<file path="config.mk">
export PLATFORM = sky130hd
export DESIGN_NAME = i2cm_master
export DESIGN_NICKNAME = d
export VERILOG_FILES = /design/src/verilog/i2cm_pkg.sv /design/src/verilog/i2cm_master.sv
export SDC_FILE = /design/constraint.sdc
export NUM_CORES = 1
export LEC_CHECK = 0
export ABC_CLOCK_PERIOD_IN_PS = 2900
export BUFFER_PORTS_ARGS = -buffer_cell sky130_fd_sc_hd__buf_2
export CELL_PAD_IN_SITES_DETAIL_PLACEMENT = 1
export CELL_PAD_IN_SITES_GLOBAL_PLACEMENT = 2
export CORE_MARGIN = 2
export CORE_UTILIZATION = 37
export DETAILED_ROUTE_END_ITERATION = 16
export GPL_TIMING_DRIVEN = 0
export PLACE_DENSITY = 0.79
export SETUP_SLACK_MARGIN = 0.05
export SLEW_MARGIN = 10
export SYNTH_ARGS = -nofsm -noshare
export SYNTH_HDL_FRONTEND = slang
export SYNTH_SLANG_ARGS = --single-unit
</file>
<file path="constraint.sdc">
create_clock -name i_sys_clk -period 2.9 [get_ports i_sys_clk]
set_clock_uncertainty 0.05 [all_clocks]
set_input_delay 0.58 -clock i_sys_clk [delete_from_list [all_inputs] [get_ports i_sys_clk]]
set_output_delay 0.58 -clock i_sys_clk [all_outputs]
set_load 0.1 [all_outputs]
</file>
<file path="src/verilog/i2cm_pkg.sv">
// How it works
// - Master drives every SCL pulse, Start, Stop.
// - Transfer ends by Stop or Repeated Start.
// - Write: address, direction 0, bytes, ack in.
// - Read: address, direction 1, bytes shifted in.
// - Master returns acknowledge after each received byte: SDA low unless bit 4 is set.
// - Ninth slot of a sent byte samples slave acknowledge into status.
// - Flag set at end of ninth clock.
// - Baud generator period comes from divider input.
// - Start request bit 0; flag after start.
// - Stop request bit 2; flag when Stop done.
// - Repeated start honoured only in hold with no request pending, never in idle.
// - Repeated start: SCL low, then SDA released.
// - SDA high: release SCL, both high one period.
// - SDA low one period, clear request, hold.
// - Start seen sets bit 3; flag after timeout.
// - Collision: SDA low at rise, early SCL fall.
// - Buffer write during repeated start sets write collision.
// - Control writes blocked during repeated start.
package i2cm_pkg;

	// Bit positions inside serial_control_two.
	localparam int CTL_START = 0;
	localparam int CTL_RSTART = 1;
	localparam int CTL_STOP = 2;
	localparam int CTL_RECV = 3;
	localparam int CTL_ACKDT = 4;
	localparam int CTL_W = 5;

	// Width of the baud divider and its generator.
	localparam int BRG_W = 7;
	// Index of the acknowledge slot within a byte frame.
	localparam logic [3:0] ACK_SLOT = 4'h8;
	localparam logic [3:0] BIT_STEP = 4'h1;
	localparam logic [BRG_W-1:0] BRG_STEP = 7'h01;

	// One-hot engine states.
	typedef enum logic [11:0] {
		ST_IDLE = 12'h001,
		ST_START = 12'h002,
		ST_RS_LOW = 12'h004,
		ST_RS_SDAHI = 12'h008,
		ST_RS_SCLHI = 12'h010,
		ST_RS_SDALO = 12'h020,
		ST_HOLD = 12'h040,
		ST_BIT_LOW = 12'h080,
		ST_BIT_HIGH = 12'h100,
		ST_STOP_LOW = 12'h200,
		ST_STOP_HIGH = 12'h400,
		ST_STOP_END = 12'h800
	} i2cm_state_t;

endpackage : i2cm_pkg

</file>
<file path="src/verilog/i2cm_master.sv">
`timescale 1ns/10ps
module i2cm_master import i2cm_pkg::*; #(
	parameter int DATA_W = 8,
	parameter int DEPTH = 2
) (
	input wire logic i_sys_clk,
	input wire logic i_rst_b,
	input wire logic i_clk_en,
	input wire logic [BRG_W-1:0] i_baud_div,
	input wire logic i_ctl_wr,
	input wire logic [CTL_W-1:0] i_ctl_wdata,
	input wire logic i_tx_valid,
	input wire logic [DATA_W-1:0] i_tx_data,
	output logic o_tx_ready,
	output logic o_rx_valid,
	output logic [DATA_W-1:0] o_rx_data,
	input wire logic i_rx_ready,
	input wire logic i_irq_clr,
	input wire logic i_write_collision_flag_clr,
	input wire logic i_bcol_clr,
	input wire logic i_scl_in,
	output logic o_scl_out,
	output logic o_scl_oe,
	input wire logic i_sda_in,
	output logic o_sda_out,
	output logic o_sda_oe,
	output logic [CTL_W-1:0] o_ctl,
	output logic o_ack_stat,
	output logic o_start_seen,
	output logic o_stop_seen,
	output logic o_irq_flag,
	output logic o_write_collision_flag,
	output logic o_bus_collision,
	output logic o_busy
);

	localparam int PTR_W = $clog2(DEPTH);

	// The buffer pointers wrap by overflow, so depth must be a power of two.
	if (DEPTH < 2 || (1 << PTR_W) != DEPTH || DATA_W != 8) begin : g_chk
		$error("i2cm_master: DEPTH must be a power of two >= 2, DATA_W 8");
	end

	// Whole state of the block in one record.
	typedef struct packed {
		i2cm_state_t state;                    // Engine state.
		logic [CTL_W-1:0] ctl;                 // serial_control_two bits.
		logic [BRG_W-1:0] brg;                 // Baud generator count.
		logic brg_run;                         // Generator is counting.
		logic [DATA_W-1:0] sh;                 // Shift register.
		logic [3:0] bits;                      // Bit slot within a byte.
		logic rx_mode;                         // Byte is being received.
		logic scl_oe;                          // Pull SCL low.
		logic sda_oe;                          // Pull SDA low.
		logic scl_o;                           // Level driven when enabled.
		logic sda_o;                           // Level driven when enabled.
		logic scl_m;                           // SCL first sync stage.
		logic scl_s;                           // SCL second sync stage.
		logic scl_p;                           // SCL previous sample.
		logic sda_m;                           // SDA first sync stage.
		logic sda_s;                           // SDA second sync stage.
		logic sda_p;                           // SDA previous sample.
		logic irq;                             // serial_port_irq_flag.
		logic ack_stat;                        // Last acknowledge seen.
		logic start_seen;                      // Start seen on the bus.
		logic stop_seen;                       // Stop seen on the bus.
		logic write_collision_flag;                            // write_collision_flag.
		logic bcol;                            // Bus collision event.
		logic tx_ready;                        // Buffer write can be taken.
		logic busy;                            // Engine not idle.
		logic [DEPTH-1:0][DATA_W-1:0] mem;     // Receive buffer words.
		logic [PTR_W-1:0] wp;                  // Buffer write pointer.
		logic [PTR_W-1:0] rp;                  // Buffer read pointer.
		logic [PTR_W:0] cnt;                   // Words held.
		logic rx_valid;                        // Head word is valid.
		logic [DATA_W-1:0] rx_data;            // Copy of the head word.
	} i2cm_regs_t;

	i2cm_regs_t q_reg;
	i2cm_regs_t q_next;
	logic [1:0] rst_sync_reg;
	logic rst_n;

	// Abandons a sequence: both lines released, enables dropped.
	function automatic i2cm_regs_t i2cm_abort(input i2cm_regs_t s);
		i2cm_regs_t r;
		r = s;
		r.scl_oe = 1'b0;
		r.sda_oe = 1'b0;
		r.brg_run = 1'b0;
		r.ctl[CTL_RECV:CTL_START] = '0;
		r.bcol = 1'b1;
		r.state = ST_IDLE;
		return r;
	endfunction : i2cm_abort

	// Starts one baud generator period from the divider value.
	function automatic i2cm_regs_t i2cm_load(input i2cm_regs_t s,
			input logic [BRG_W-1:0] div);
		i2cm_regs_t r;
		r = s;
		r.brg = div;
		r.brg_run = 1'b1;
		return r;
	endfunction : i2cm_load

	// Reset is asserted at once and released in step with the clock.
	always_ff @(posedge i_sys_clk or negedge i_rst_b) begin
		if (!i_rst_b) begin
			rst_sync_reg <= 2'h0;
		end else begin
			rst_sync_reg <= {rst_sync_reg[0], 1'b1};
		end
	end

	assign rst_n = rst_sync_reg[1];

	// Next state of the whole block.
	always_comb begin
		logic tout;
		logic scl_hi;
		logic sda_hi;
		logic evt_idle;
		logic push;
		logic pop;
		logic drive_low;
		tout = 1'b0;
		scl_hi = 1'b0;
		sda_hi = 1'b0;
		evt_idle = 1'b0;
		push = 1'b0;
		pop = 1'b0;
		drive_low = 1'b0;
		q_next = q_reg;

		// Pins pass two flops; logic reads the second stage and, for bus events, also the third.
		q_next.scl_m = i_scl_in;
		q_next.scl_s = q_reg.scl_m;
		q_next.scl_p = q_reg.scl_s;
		q_next.sda_m = i_sda_in;
		q_next.sda_s = q_reg.sda_m;
		q_next.sda_p = q_reg.sda_s;
		scl_hi = q_reg.scl_s;
		sda_hi = q_reg.sda_s;

		// Generator counts down; a period is divider plus one cycles.
		tout = q_reg.brg_run && (q_reg.brg == '0);
		if (q_reg.brg_run && (q_reg.brg != '0)) begin
			q_next.brg = q_reg.brg - BRG_STEP;
		end

		// Bus watch: SDA falling under high SCL is a Start.
		if (scl_hi && q_reg.scl_p && q_reg.sda_p && !sda_hi) begin
			q_next.start_seen = 1'b1;
			q_next.stop_seen = 1'b0;
		end else if (scl_hi && q_reg.scl_p && !q_reg.sda_p && sda_hi) begin
			q_next.start_seen = 1'b0;
			q_next.stop_seen = 1'b1;
		end

		// Clears come first so that a set in the same cycle wins.
		if (i_irq_clr) begin
			q_next.irq = 1'b0;
		end
		if (i_write_collision_flag_clr) begin
			q_next.write_collision_flag = 1'b0;
		end
		if (i_bcol_clr) begin
			q_next.bcol = 1'b0;
		end

		// Events cannot be queued, so a new one is taken only by a quiet engine.
		evt_idle = ((q_reg.state == ST_IDLE) || (q_reg.state == ST_HOLD)) &&
			(q_reg.ctl[CTL_RECV:CTL_START] == '0);
		// The lock starts on the edge that sets the repeated start, so a
		// write in the hold cycle that follows is refused as well.
		if (i_ctl_wr && !q_reg.ctl[CTL_RSTART]) begin
			q_next.ctl[CTL_ACKDT] = i_ctl_wdata[CTL_ACKDT];
			if (evt_idle && q_reg.state == ST_IDLE) begin
				q_next.ctl[CTL_START] = i_ctl_wdata[CTL_START];
			end
			if (evt_idle && q_reg.state == ST_HOLD) begin
				q_next.ctl[CTL_RSTART] = i_ctl_wdata[CTL_RSTART];
				q_next.ctl[CTL_STOP] = i_ctl_wdata[CTL_STOP];
				q_next.ctl[CTL_RECV] = i_ctl_wdata[CTL_RECV];
			end
		end

		// A buffer write is taken only while the bus is held and quiet.
		if (i_tx_valid && !q_reg.tx_ready) begin
			q_next.write_collision_flag = 1'b1;
		end

		// Engine.
		case (q_reg.state)
			ST_IDLE: begin
				if (q_reg.ctl[CTL_START]) begin
					if (!scl_hi || !sda_hi) begin
						q_next = i2cm_abort(q_next);
					end else begin
						q_next.sda_oe = 1'b1;
						q_next = i2cm_load(q_next, i_baud_div);
						q_next.state = ST_START;
					end
				end
			end
			ST_START: begin
				if (tout) begin
					q_next.ctl[CTL_START] = 1'b0;
					q_next.brg_run = 1'b0;
					q_next.irq = 1'b1;
					q_next.state = ST_HOLD;
				end
			end
			ST_HOLD: begin
				// Bus stays owned here between events.
				if (i_tx_valid && q_reg.tx_ready) begin
					q_next.sh = i_tx_data;
					q_next.bits = '0;
					q_next.rx_mode = 1'b0;
					q_next.scl_oe = 1'b1;
					q_next = i2cm_load(q_next, i_baud_div);
					q_next.state = ST_BIT_LOW;
				end else if (q_reg.ctl[CTL_RSTART]) begin
					q_next.scl_oe = 1'b1;
					q_next.state = ST_RS_LOW;
				end else if (q_reg.ctl[CTL_STOP]) begin
					q_next.scl_oe = 1'b1;
					q_next.sda_oe = 1'b1;
					q_next = i2cm_load(q_next, i_baud_div);
					q_next.state = ST_STOP_LOW;
				end else if (q_reg.ctl[CTL_RECV] &&
						(q_reg.cnt != DEPTH[PTR_W:0])) begin
					// A full buffer stalls the receive until it drains.
					q_next.ctl[CTL_RECV] = 1'b0;
					q_next.sh = '0;
					q_next.bits = '0;
					q_next.rx_mode = 1'b1;
					q_next.scl_oe = 1'b1;
					q_next = i2cm_load(q_next, i_baud_div);
					q_next.state = ST_BIT_LOW;
				end
			end
			ST_RS_LOW: begin
				if (!scl_hi) begin
					q_next.sda_oe = 1'b0;
					q_next = i2cm_load(q_next, i_baud_div);
					q_next.state = ST_RS_SDAHI;
				end
			end
			ST_RS_SDAHI: begin
				if (tout) begin
					if (sda_hi) begin
						q_next.scl_oe = 1'b0;
						q_next.brg_run = 1'b0;
						q_next.state = ST_RS_SCLHI;
					end else begin
						q_next = i2cm_abort(q_next);
					end
				end
			end
			ST_RS_SCLHI: begin
				if (!q_reg.brg_run) begin
					// Wait for SCL to rise, which a slave may delay.
					if (scl_hi && !sda_hi) begin
						q_next = i2cm_abort(q_next);
					end else if (scl_hi) begin
						q_next = i2cm_load(q_next, i_baud_div);
					end
				end else if (!scl_hi || !sda_hi) begin
					q_next = i2cm_abort(q_next);
				end else if (tout) begin
					q_next.sda_oe = 1'b1;
					q_next = i2cm_load(q_next, i_baud_div);
					q_next.state = ST_RS_SDALO;
				end
			end
			ST_RS_SDALO: begin
				if (tout) begin
					// No reload: SDA stays low and SCL high until the next event.
					q_next.ctl[CTL_RSTART] = 1'b0;
					q_next.brg_run = 1'b0;
					q_next.irq = 1'b1;
					q_next.state = ST_HOLD;
				end
			end
			ST_BIT_LOW: begin
				if (q_reg.bits == ACK_SLOT) begin
					drive_low = q_reg.rx_mode && !q_reg.ctl[CTL_ACKDT];
				end else begin
					drive_low = !q_reg.rx_mode && !q_reg.sh[DATA_W-1];
				end
				q_next.sda_oe = drive_low;
				if (tout) begin
					q_next.scl_oe = 1'b0;
					q_next.brg_run = 1'b0;
					q_next.state = ST_BIT_HIGH;
				end
			end
			ST_BIT_HIGH: begin
				if (!q_reg.brg_run) begin
					if (scl_hi) begin
						q_next = i2cm_load(q_next, i_baud_div);
					end
				end else if (tout) begin
					q_next.scl_oe = 1'b1;
					if (q_reg.bits == ACK_SLOT) begin
						if (q_reg.rx_mode) begin
							push = 1'b1;
						end else begin
							q_next.ack_stat = sda_hi;
						end
						// SDA keeps its level until the next phase.
						// Letting go as SCL falls breaks the hold time.
						q_next.brg_run = 1'b0;
						q_next.irq = 1'b1;
						q_next.state = ST_HOLD;
					end else begin
						q_next.sh = {q_reg.sh[DATA_W-2:0], sda_hi};
						q_next.bits = q_reg.bits + BIT_STEP;
						q_next = i2cm_load(q_next, i_baud_div);
						q_next.state = ST_BIT_LOW;
					end
				end
			end
			ST_STOP_LOW: begin
				if (tout) begin
					q_next.scl_oe = 1'b0;
					q_next.brg_run = 1'b0;
					q_next.state = ST_STOP_HIGH;
				end
			end
			ST_STOP_HIGH: begin
				if (!q_reg.brg_run) begin
					if (scl_hi) begin
						q_next = i2cm_load(q_next, i_baud_div);
					end
				end else if (tout) begin
					q_next.sda_oe = 1'b0;
					q_next = i2cm_load(q_next, i_baud_div);
					q_next.state = ST_STOP_END;
				end
			end
			ST_STOP_END: begin
				if (tout) begin
					q_next.ctl[CTL_STOP] = 1'b0;
					q_next.brg_run = 1'b0;
					q_next.irq = 1'b1;
					q_next.state = ST_IDLE;
				end
			end
			default: begin
				q_next = i2cm_abort(q_next);
			end
		endcase

		// Receive buffer: the engine fills, the user side drains.
		pop = q_reg.rx_valid && i_rx_ready;
		if (push) begin
			q_next.mem[q_reg.wp] = q_reg.sh;
			q_next.wp = q_reg.wp + 1'b1;
		end
		if (pop) begin
			q_next.rp = q_reg.rp + 1'b1;
		end
		if (push && !pop) begin
			q_next.cnt = q_reg.cnt + 1'b1;
		end else if (pop && !push) begin
			q_next.cnt = q_reg.cnt - 1'b1;
		end
		q_next.rx_valid = (q_next.cnt != '0);
		q_next.rx_data = q_next.mem[q_next.rp];

		q_next.tx_ready = (q_next.state == ST_HOLD) &&
			(q_next.ctl[CTL_RECV:CTL_START] == '0) &&
			!(i_tx_valid && q_reg.tx_ready);
		q_next.busy = (q_next.state != ST_IDLE);
	end

	// State register; a low clock enable freezes everything.
	always_ff @(posedge i_sys_clk or negedge rst_n) begin
		if (!rst_n) begin
			q_reg <= '0;
			q_reg.state <= ST_IDLE;
			// Sync stages start at the idle bus level, so that no false
			// bus event or collision follows the release of reset.
			q_reg.scl_m <= 1'b1;
			q_reg.scl_s <= 1'b1;
			q_reg.scl_p <= 1'b1;
			q_reg.sda_m <= 1'b1;
			q_reg.sda_s <= 1'b1;
			q_reg.sda_p <= 1'b1;
		end else if (i_clk_en) begin
			q_reg <= q_next;
		end
	end

	assign o_tx_ready = q_reg.tx_ready;
	assign o_rx_valid = q_reg.rx_valid;
	assign o_rx_data = q_reg.rx_data;
	assign o_scl_out = q_reg.scl_o;
	assign o_scl_oe = q_reg.scl_oe;
	assign o_sda_out = q_reg.sda_o;
	assign o_sda_oe = q_reg.sda_oe;
	assign o_ctl = q_reg.ctl;
	assign o_ack_stat = q_reg.ack_stat;
	assign o_start_seen = q_reg.start_seen;
	assign o_stop_seen = q_reg.stop_seen;
	assign o_irq_flag = q_reg.irq;
	assign o_write_collision_flag = q_reg.write_collision_flag;
	assign o_bus_collision = q_reg.bcol;
	assign o_busy = q_reg.busy;

endmodule : i2cm_master

</file>
# Word-level counts from Yosys, hierarchy flattened
# Index checks and enable logic that the tools add are counted.
# classes
addsub	6
magnitude_cmp	3
eq_ne	51
mux	76
n_bitwise	7
reduce_logical	60
# ops
cell	n
$mux 85	14
$pmux 36 s8	1
$pmux 12 s11	1
$mux 46	2
$pmux 13 s7	1
$mux 75	1
$mux 68	1
$mux 12	5
$pmux 8 s7	1
$pmux 7 s7	1
$pmux 1 s9	5
$mux 8	4
$ne 3x3->1 const B	10
$ne 2x2->1 const B	14
$mux 26	1
$reduce_and 13->1	2
$eq 12x7->1 const B	2
$reduce_and 12->1	2
$logic_and 1x1->1	23
$mux 23	1
$reduce_and 11->1	2
$mux 1	20
$mux 17	1
$bwmux 16	1
other kinds (49)	87
# totals
reg_bits	87
inputBits	31
out_inout_bits	26
elab_cells	236

# Logic depth before layout (Yosys ltp)
# depth
ltp_word	15
depth_mapped	10
mapped_depth_nobuf	9

# Worst setup path before layout
# OpenSTA, ideal clock, no wires.
# synth_path
kind	flip-flop to flip-flop
from	reg q_reg[78] in the netlist's numbering
to	reg q_reg[57] in the netlist's numbering
setup_ps	125
arrival_time_ps	2724
required_ps	2725
setup_slack_ps	1
path_stages_with_launch	10
path_buffers	3
period_less_slack_ps	2899
cell_sequence	dfrtp_1 buf_2 nor4_2 buf_2 nand4_1 nand2_1 o21ai_0 nor4_2 buf_4 mux2_2
# synth_via
elab_chain_len	3
elab_cells_between_ends	21
classes_between	15 x eq/ne; 1 x mux; 3 x bitwise; 2 x reduce/logical
# synth_lines
element	line_no	text
start: declaration	i2cm_master.sv:79	i2cm_regs_t q_reg;
start signal: assignment	i2cm_master.sv:394	q_reg <= q_next;
$eq 12x7->1 (tied with other cells)	i2cm_master.sv:195	case (q_reg.state)
$ne 3x1->1 (no line) (tied with other cells)	--	
$reduce_and 13->1 (no line)	--	
# Parallel ways exist; a longest one is shown, timed or not.
# A chain may end at the register's enable or synchronous reset.

# Final worst setup path
# layout_path
from	reg q_reg[78] in the netlist's numbering
to	reg q_reg (netlist bit o_tx_ready)
# layout_via
elab_chain_len	14
elab_cells_between_ends	58
classes_between	13 x eq/ne; 33 x mux; 12 x reduce/logical
# layout_lines
element	line_no	text
$eq 12x1->1 / $eq 12x7->1 (equally long branches)	--	
$logic_or 1x1->1	i2cm_master.sv:173	evt_idle = ((q_reg.state == ST_IDLE) || (q_reg.state == ST_HOLD)) &&
$logic_and 1x1->1	i2cm_master.sv:173	
$logic_and 1x1->1, on equally long branches	i2cm_master.sv:179, i2cm_master.sv:182	
$mux 1 / $mux 3 (equally long branches)	i2cm_master.sv:179, i2cm_master.sv:182	
$mux 5	i2cm_master.sv:177	if (i_ctl_wr && !q_reg.ctl[CTL_RSTART]) begin
$mux 85	i2cm_master.sv:232	end else if (q_reg.ctl[CTL_RECV] &&
$mux 85	i2cm_master.sv:227	end else if (q_reg.ctl[CTL_STOP]) begin
$mux 26	i2cm_master.sv:224	end else if (q_reg.ctl[CTL_RSTART]) begin
$mux 85	i2cm_master.sv:217	if (i_tx_valid && q_reg.tx_ready) begin
$pmux 1 s9 / $pmux 2 s8 (equally long branches)	i2cm_master.sv:195	
$logic_not 4->1	i2cm_master.sv:375	(q_next.ctl[CTL_RECV:CTL_START] == '0) &&
$logic_and 1x1->1 (*)	i2cm_master.sv:374	q_next.tx_ready = (q_next.state == ST_HOLD) &&
$logic_and 1x1->1 (*)	i2cm_master.sv:375	
# Mark *: on every way between the ends. The rest lies on a longest branch, timed or not. The select of a mux whose other input is x is not followed.

==> summary.md <==
| Metric | Value |
|---|---|
| CTS H-tree lvls | `3` |
| Cell Int Power | `roughly 2.6 mW` |
| GRT Total Usage | `0.273` |
| Final Hold Vio Count | `0` |
| P_leak | `3.14 nW` |
| Number of global-route vias before repair | `approximately 5800` |
| Post-synthesis compound-gate area fraction | `0.211` |
| Synth Warn # | `0` |
| Syn Std Cell Area | `roughly 5600 sq um` |
| # port buffers | `between 50 and 60` |
| Area share of fa/ha/maj cells after synthesis | `0.0125` |
| WP data arrival | `3.06 ns` |
| Initial antenna violation count | `0` |
| Ports | `between 50 and 60` |
| Final wirelength | `21.5 mm` |
| Final min period | `2.85 ns` |
| Critical path launch point type | `flop` |
| Max Slew Vio Count | `0` |
| Placed inst area | `between 6000 and 7000 sq um` |
| Final Non-Filler Cells | `911` |
| Status | `finished clean` |
| Logic gate share of total power | `0.355` |
| Layout cells sized above 1 | `0.304` |
| Pin count of the biggest net entering global routing | `between 50 and 60` |
| Count of different cell masters after synthesis | `70` |
| CTS Buffer Depth | `2` |
| Max_cap viols | `0` |
| Unrepaired setup endpoints after global routing | `yes` |
| Antenna Cells | `0` |
| Rows | `44` |
| WL/cell | `23.6 microns` |
| Reg power frac | `0.340` |
| Clk sinks | `85` |
| Top cell type's share of synthesized area | `0.349` |
| Cells after Synth | `~630` |
| DIE AREA | `between 15000 and 20000 sq um` |
| Residual DRC | `0` |
| Die X-Extent | `between 100 and 150 microns` |
| Core area | `14600 sq um` |
| Fill count | `1719` |
| PwrDens | `611 nW/um^2` |
| Rel. slew slack | `0.407` |
| Simple-Gate Fraction of Synth Area | `0.209` |
| Remaining antenna violation count after routing | `0` |
| Worst-margin pin slew | `0.877 ns` |
| Mux share of post-synthesis cell area | `0.111` |
| Maximum vdd drop | `between 400 and 500 uV` |
| Clock Latency Late Sink | `between 0.3 and 0.4 ns` |
| Clock share of power | `0.306` |
| Largest family of logic cells by synthesized area | `compound AO/OA/AOI/OAI gates` |
| CTS tree | `yes` |
| Vias | `5604` |
| Starting Density | `0.381` |
| CTS Buf Count | `9` |
| CP Data Required Time | `~3.1 ns` |
| Clock root buffer | `clkbuf_16` |
| Reg clk slew, reported paths | `~0.070 ns` |
| Worst reg2reg setup slack | `0.05 ns` |
| Worst-path fanout max | `8` |
| Area Growth Syn to Fin | `24.8%` |
| Mean Syn Cell Area | `about 8.9 sq um` |
| Final setup fails | `0` |
| Seq cells post-synth | `85` |
| HP Class | `flop to asynchronous set/reset pin` |
| Top cell type by total area after synthesis | `dfrtp_1` |
| NetSw | `between 1.5 and 2 mW` |
| Seq/Total Area, Yosys | `0.382` |
| Top_reg_cell synth | `dfrtp_1` |
| Post-synth EDFFs | `0` |
| Ratio of final minimum period to clock period | `0.982` |
| Post-route cell area | `approximately 7000 sq um` |
| Ys async rst share | `1.00` |
| Top post-synthesis cells by area | `dfrtp_1 35%, mux2_2 7.5%, o21ai_0 5.2%, nand2_1 4.5%, mux2i_1 3.4%` |
| Kind of critical path | `flop to flop` |
| Layout Nets | `about 760` |
| Drt pass-1 iters | `5` |
| Cell Count Post-Placement | `approximately 870` |
| Residual overflow from global routing | `0` |
| Post-Synth XOR/XNOR Area | `0.0157` |
| GP Congestion | `roughly 0.97` |
| Fmax | `roughly 0.35 GHz` |
| Avg Vias per Cell | `~6.2` |
| Dpl hpwl | `15.6 mm` |
| Switching share of total power | `0.384` |
| First-pass GRT wire length | `about 34 mm` |
| Die height | `between 100 and 150 microns` |
| Drt first-iter violations | `between 400 and 500` |
| Critical Path Sink Type | `flop` |
| Max reg flops | `59` |
## path summary, 6_finish.rpt
path | endpoint | from | cells past startpoint
min in group i_sys_clk | rst_sync_reg[1]$_DFF_PN0_ | rst_sync_reg[0]$_DFF_PN0_ | 0
hold / removal | o_tx_ready$_DFFE_PN0P_ | rst_sync_reg[1]$_DFF_PN0_ | 0
max in group asynchronous | q_reg[37]$_DFFE_PN1P_ | rst_sync_reg[1]$_DFF_PN0_ | 1
hold reg to reg | o_tx_ready$_DFFE_PN0P_ | rst_sync_reg[1]$_DFF_PN0_ | 0
setup reg to reg | o_tx_ready$_DFFE_PN0P_ | q_reg[78]$_DFFE_PN0P_ | 9
setup / recovery | o_tx_ready$_DFFE_PN0P_ | q_reg[78]$_DFFE_PN0P_ | 9
## logic make-up (layout without fill, tap and decap cells)
logic type / count (synthesis) / count (layout)
multiplexers: 57 / 57
flip-flops: 85 / 85
AO/OA/AOI/OAI: 181 / 181
other: 2 / 3
AND/OR/NAND/NOR: 223 / 223
adder cells (fa/ha/maj): 6 / 6
buffers and inverters: 63 / 162
XOR/XNOR: 10 / 10
## repair_timing
item / CTS / global route
cloned: 0 / 1
setup endpoints to repair: 67 / 55
buffers inserted: 24 / 6
resized for setup: 33 / 38
hold endpoints to repair: 2 / 0
hold buffers: 1 / 0
pin swaps: 18 / 14
## routing by layer
layer | vias up | global-route usage | wire, microns | part of all wire
met5 | - | 0 | 0 | 0
met4 | 0 | 0.0957 | 491 | 0.023
met3 | 35 | 0.0426 | 1130 | 0.053
met2 | 174 | 0.450 | 10300 | 0.48
met1 | 2880 | 0.364 | 9480 | 0.44
li1 | 2515 | - | - | -
## power groups by stage
stage	clock network [mW]	logic, mW	registers, mW
finish	1.30	1.51	1.45
global placement	0	1.25	1.49
CTS	1.33	1.45	1.44
floorplan	0	0.801	1.58
detailed placement	0	1.30	1.48
global route	1.37	1.62	1.47
## placed cells by master, fill, tap and decap left out, types with 4 or more instances in the layout
cell type	synthesis	routed
buf_2	6	58
dfstp_2	7	7
inv_1	13	13
mux2_2	37	37
o211ai_1	5	5
buf_4	16	46
o21a_1	8	7
clkbuf_1	20	10
nor4b_1	8	4
nor3_1	18	17
and3_1	6	5
o221ai_1	10	10
a211oi_1	6	6
and2_1	7	7
buf_1	5	5
nor2b_1	10	10
nand2_1	67	65
nor4_1	8	5
a21oi_1	32	30
mux2i_1	19	19
nor2_1	42	38
o21ai_0	58	54
buf_6	2	7
o31ai_1	10	9
dfrtp_1	78	75
xnor2_1	6	6
a31oi_1	11	10
xor2_1	4	4
nand3_1	21	18
a22o_1	10	10
nand4_1	12	12
o21ai_1	1	4
clkbuf_16	0	9
nor4_4	1	6
## synthesized netlist by cell type (13+ instances only)
master and number:
a21oi_1 32, buf_4 16, clkbuf_1 20, dfrtp_1 78, inv_1 13, mux2_2 37
mux2i_1 19, nand2_1 67, nand3_1 21, nor2_1 42, nor3_1 18, o21ai_0 58
## stage by stage
stage / TNS, ns / util / hold slack (ns) / power [mW] / setup slack, ns
floorplan: 0 / - / 0.234 / 2.39 / 0.0703
finish: 0 / 0.476 / 0.215 / 4.26 / 0.0532
global route: -0.0239 / 0.476 / 0.253 / 4.46 / -0.0239
CTS: 0 / 0.465 / 0.237 / 4.22 / 0.0584
detailed placement: -23.15 / 0.420 / 0.228 / 2.78 / -0.716
global placement: -84.50 / 0.417 / 0.288 / 2.74 / -0.936
## critical path, cell delays in order (launching register included)
cell	delay [ns]
dfrtp_1	0.37
buf_4	0.17
nor4_4	0.41
buf_6	0.17
nand4_1	0.23
nor3_2	0.33
a21oi_2	0.12
o21ai_1	0.16
or4b_4	0.51
o32ai_4	0.22
## layout make-up
type / instances / area [sq um] / area share
plain buffers: 44 / 284 / 0.0407
clock inverters: 7 / 105 / 0.0151
repair buffers: 88 / 562 / 0.0806
well taps: 184 / 230 / 0.0330
clock buffers: 9 / 225 / 0.0323
multi-input cells: 480 / 3370 / 0.483
flip-flops and latches: 85 / 2140 / 0.307
inverters: 14 / 52.6 / 0.00754
Note: power is estimated with default switching activity, not from simulation.
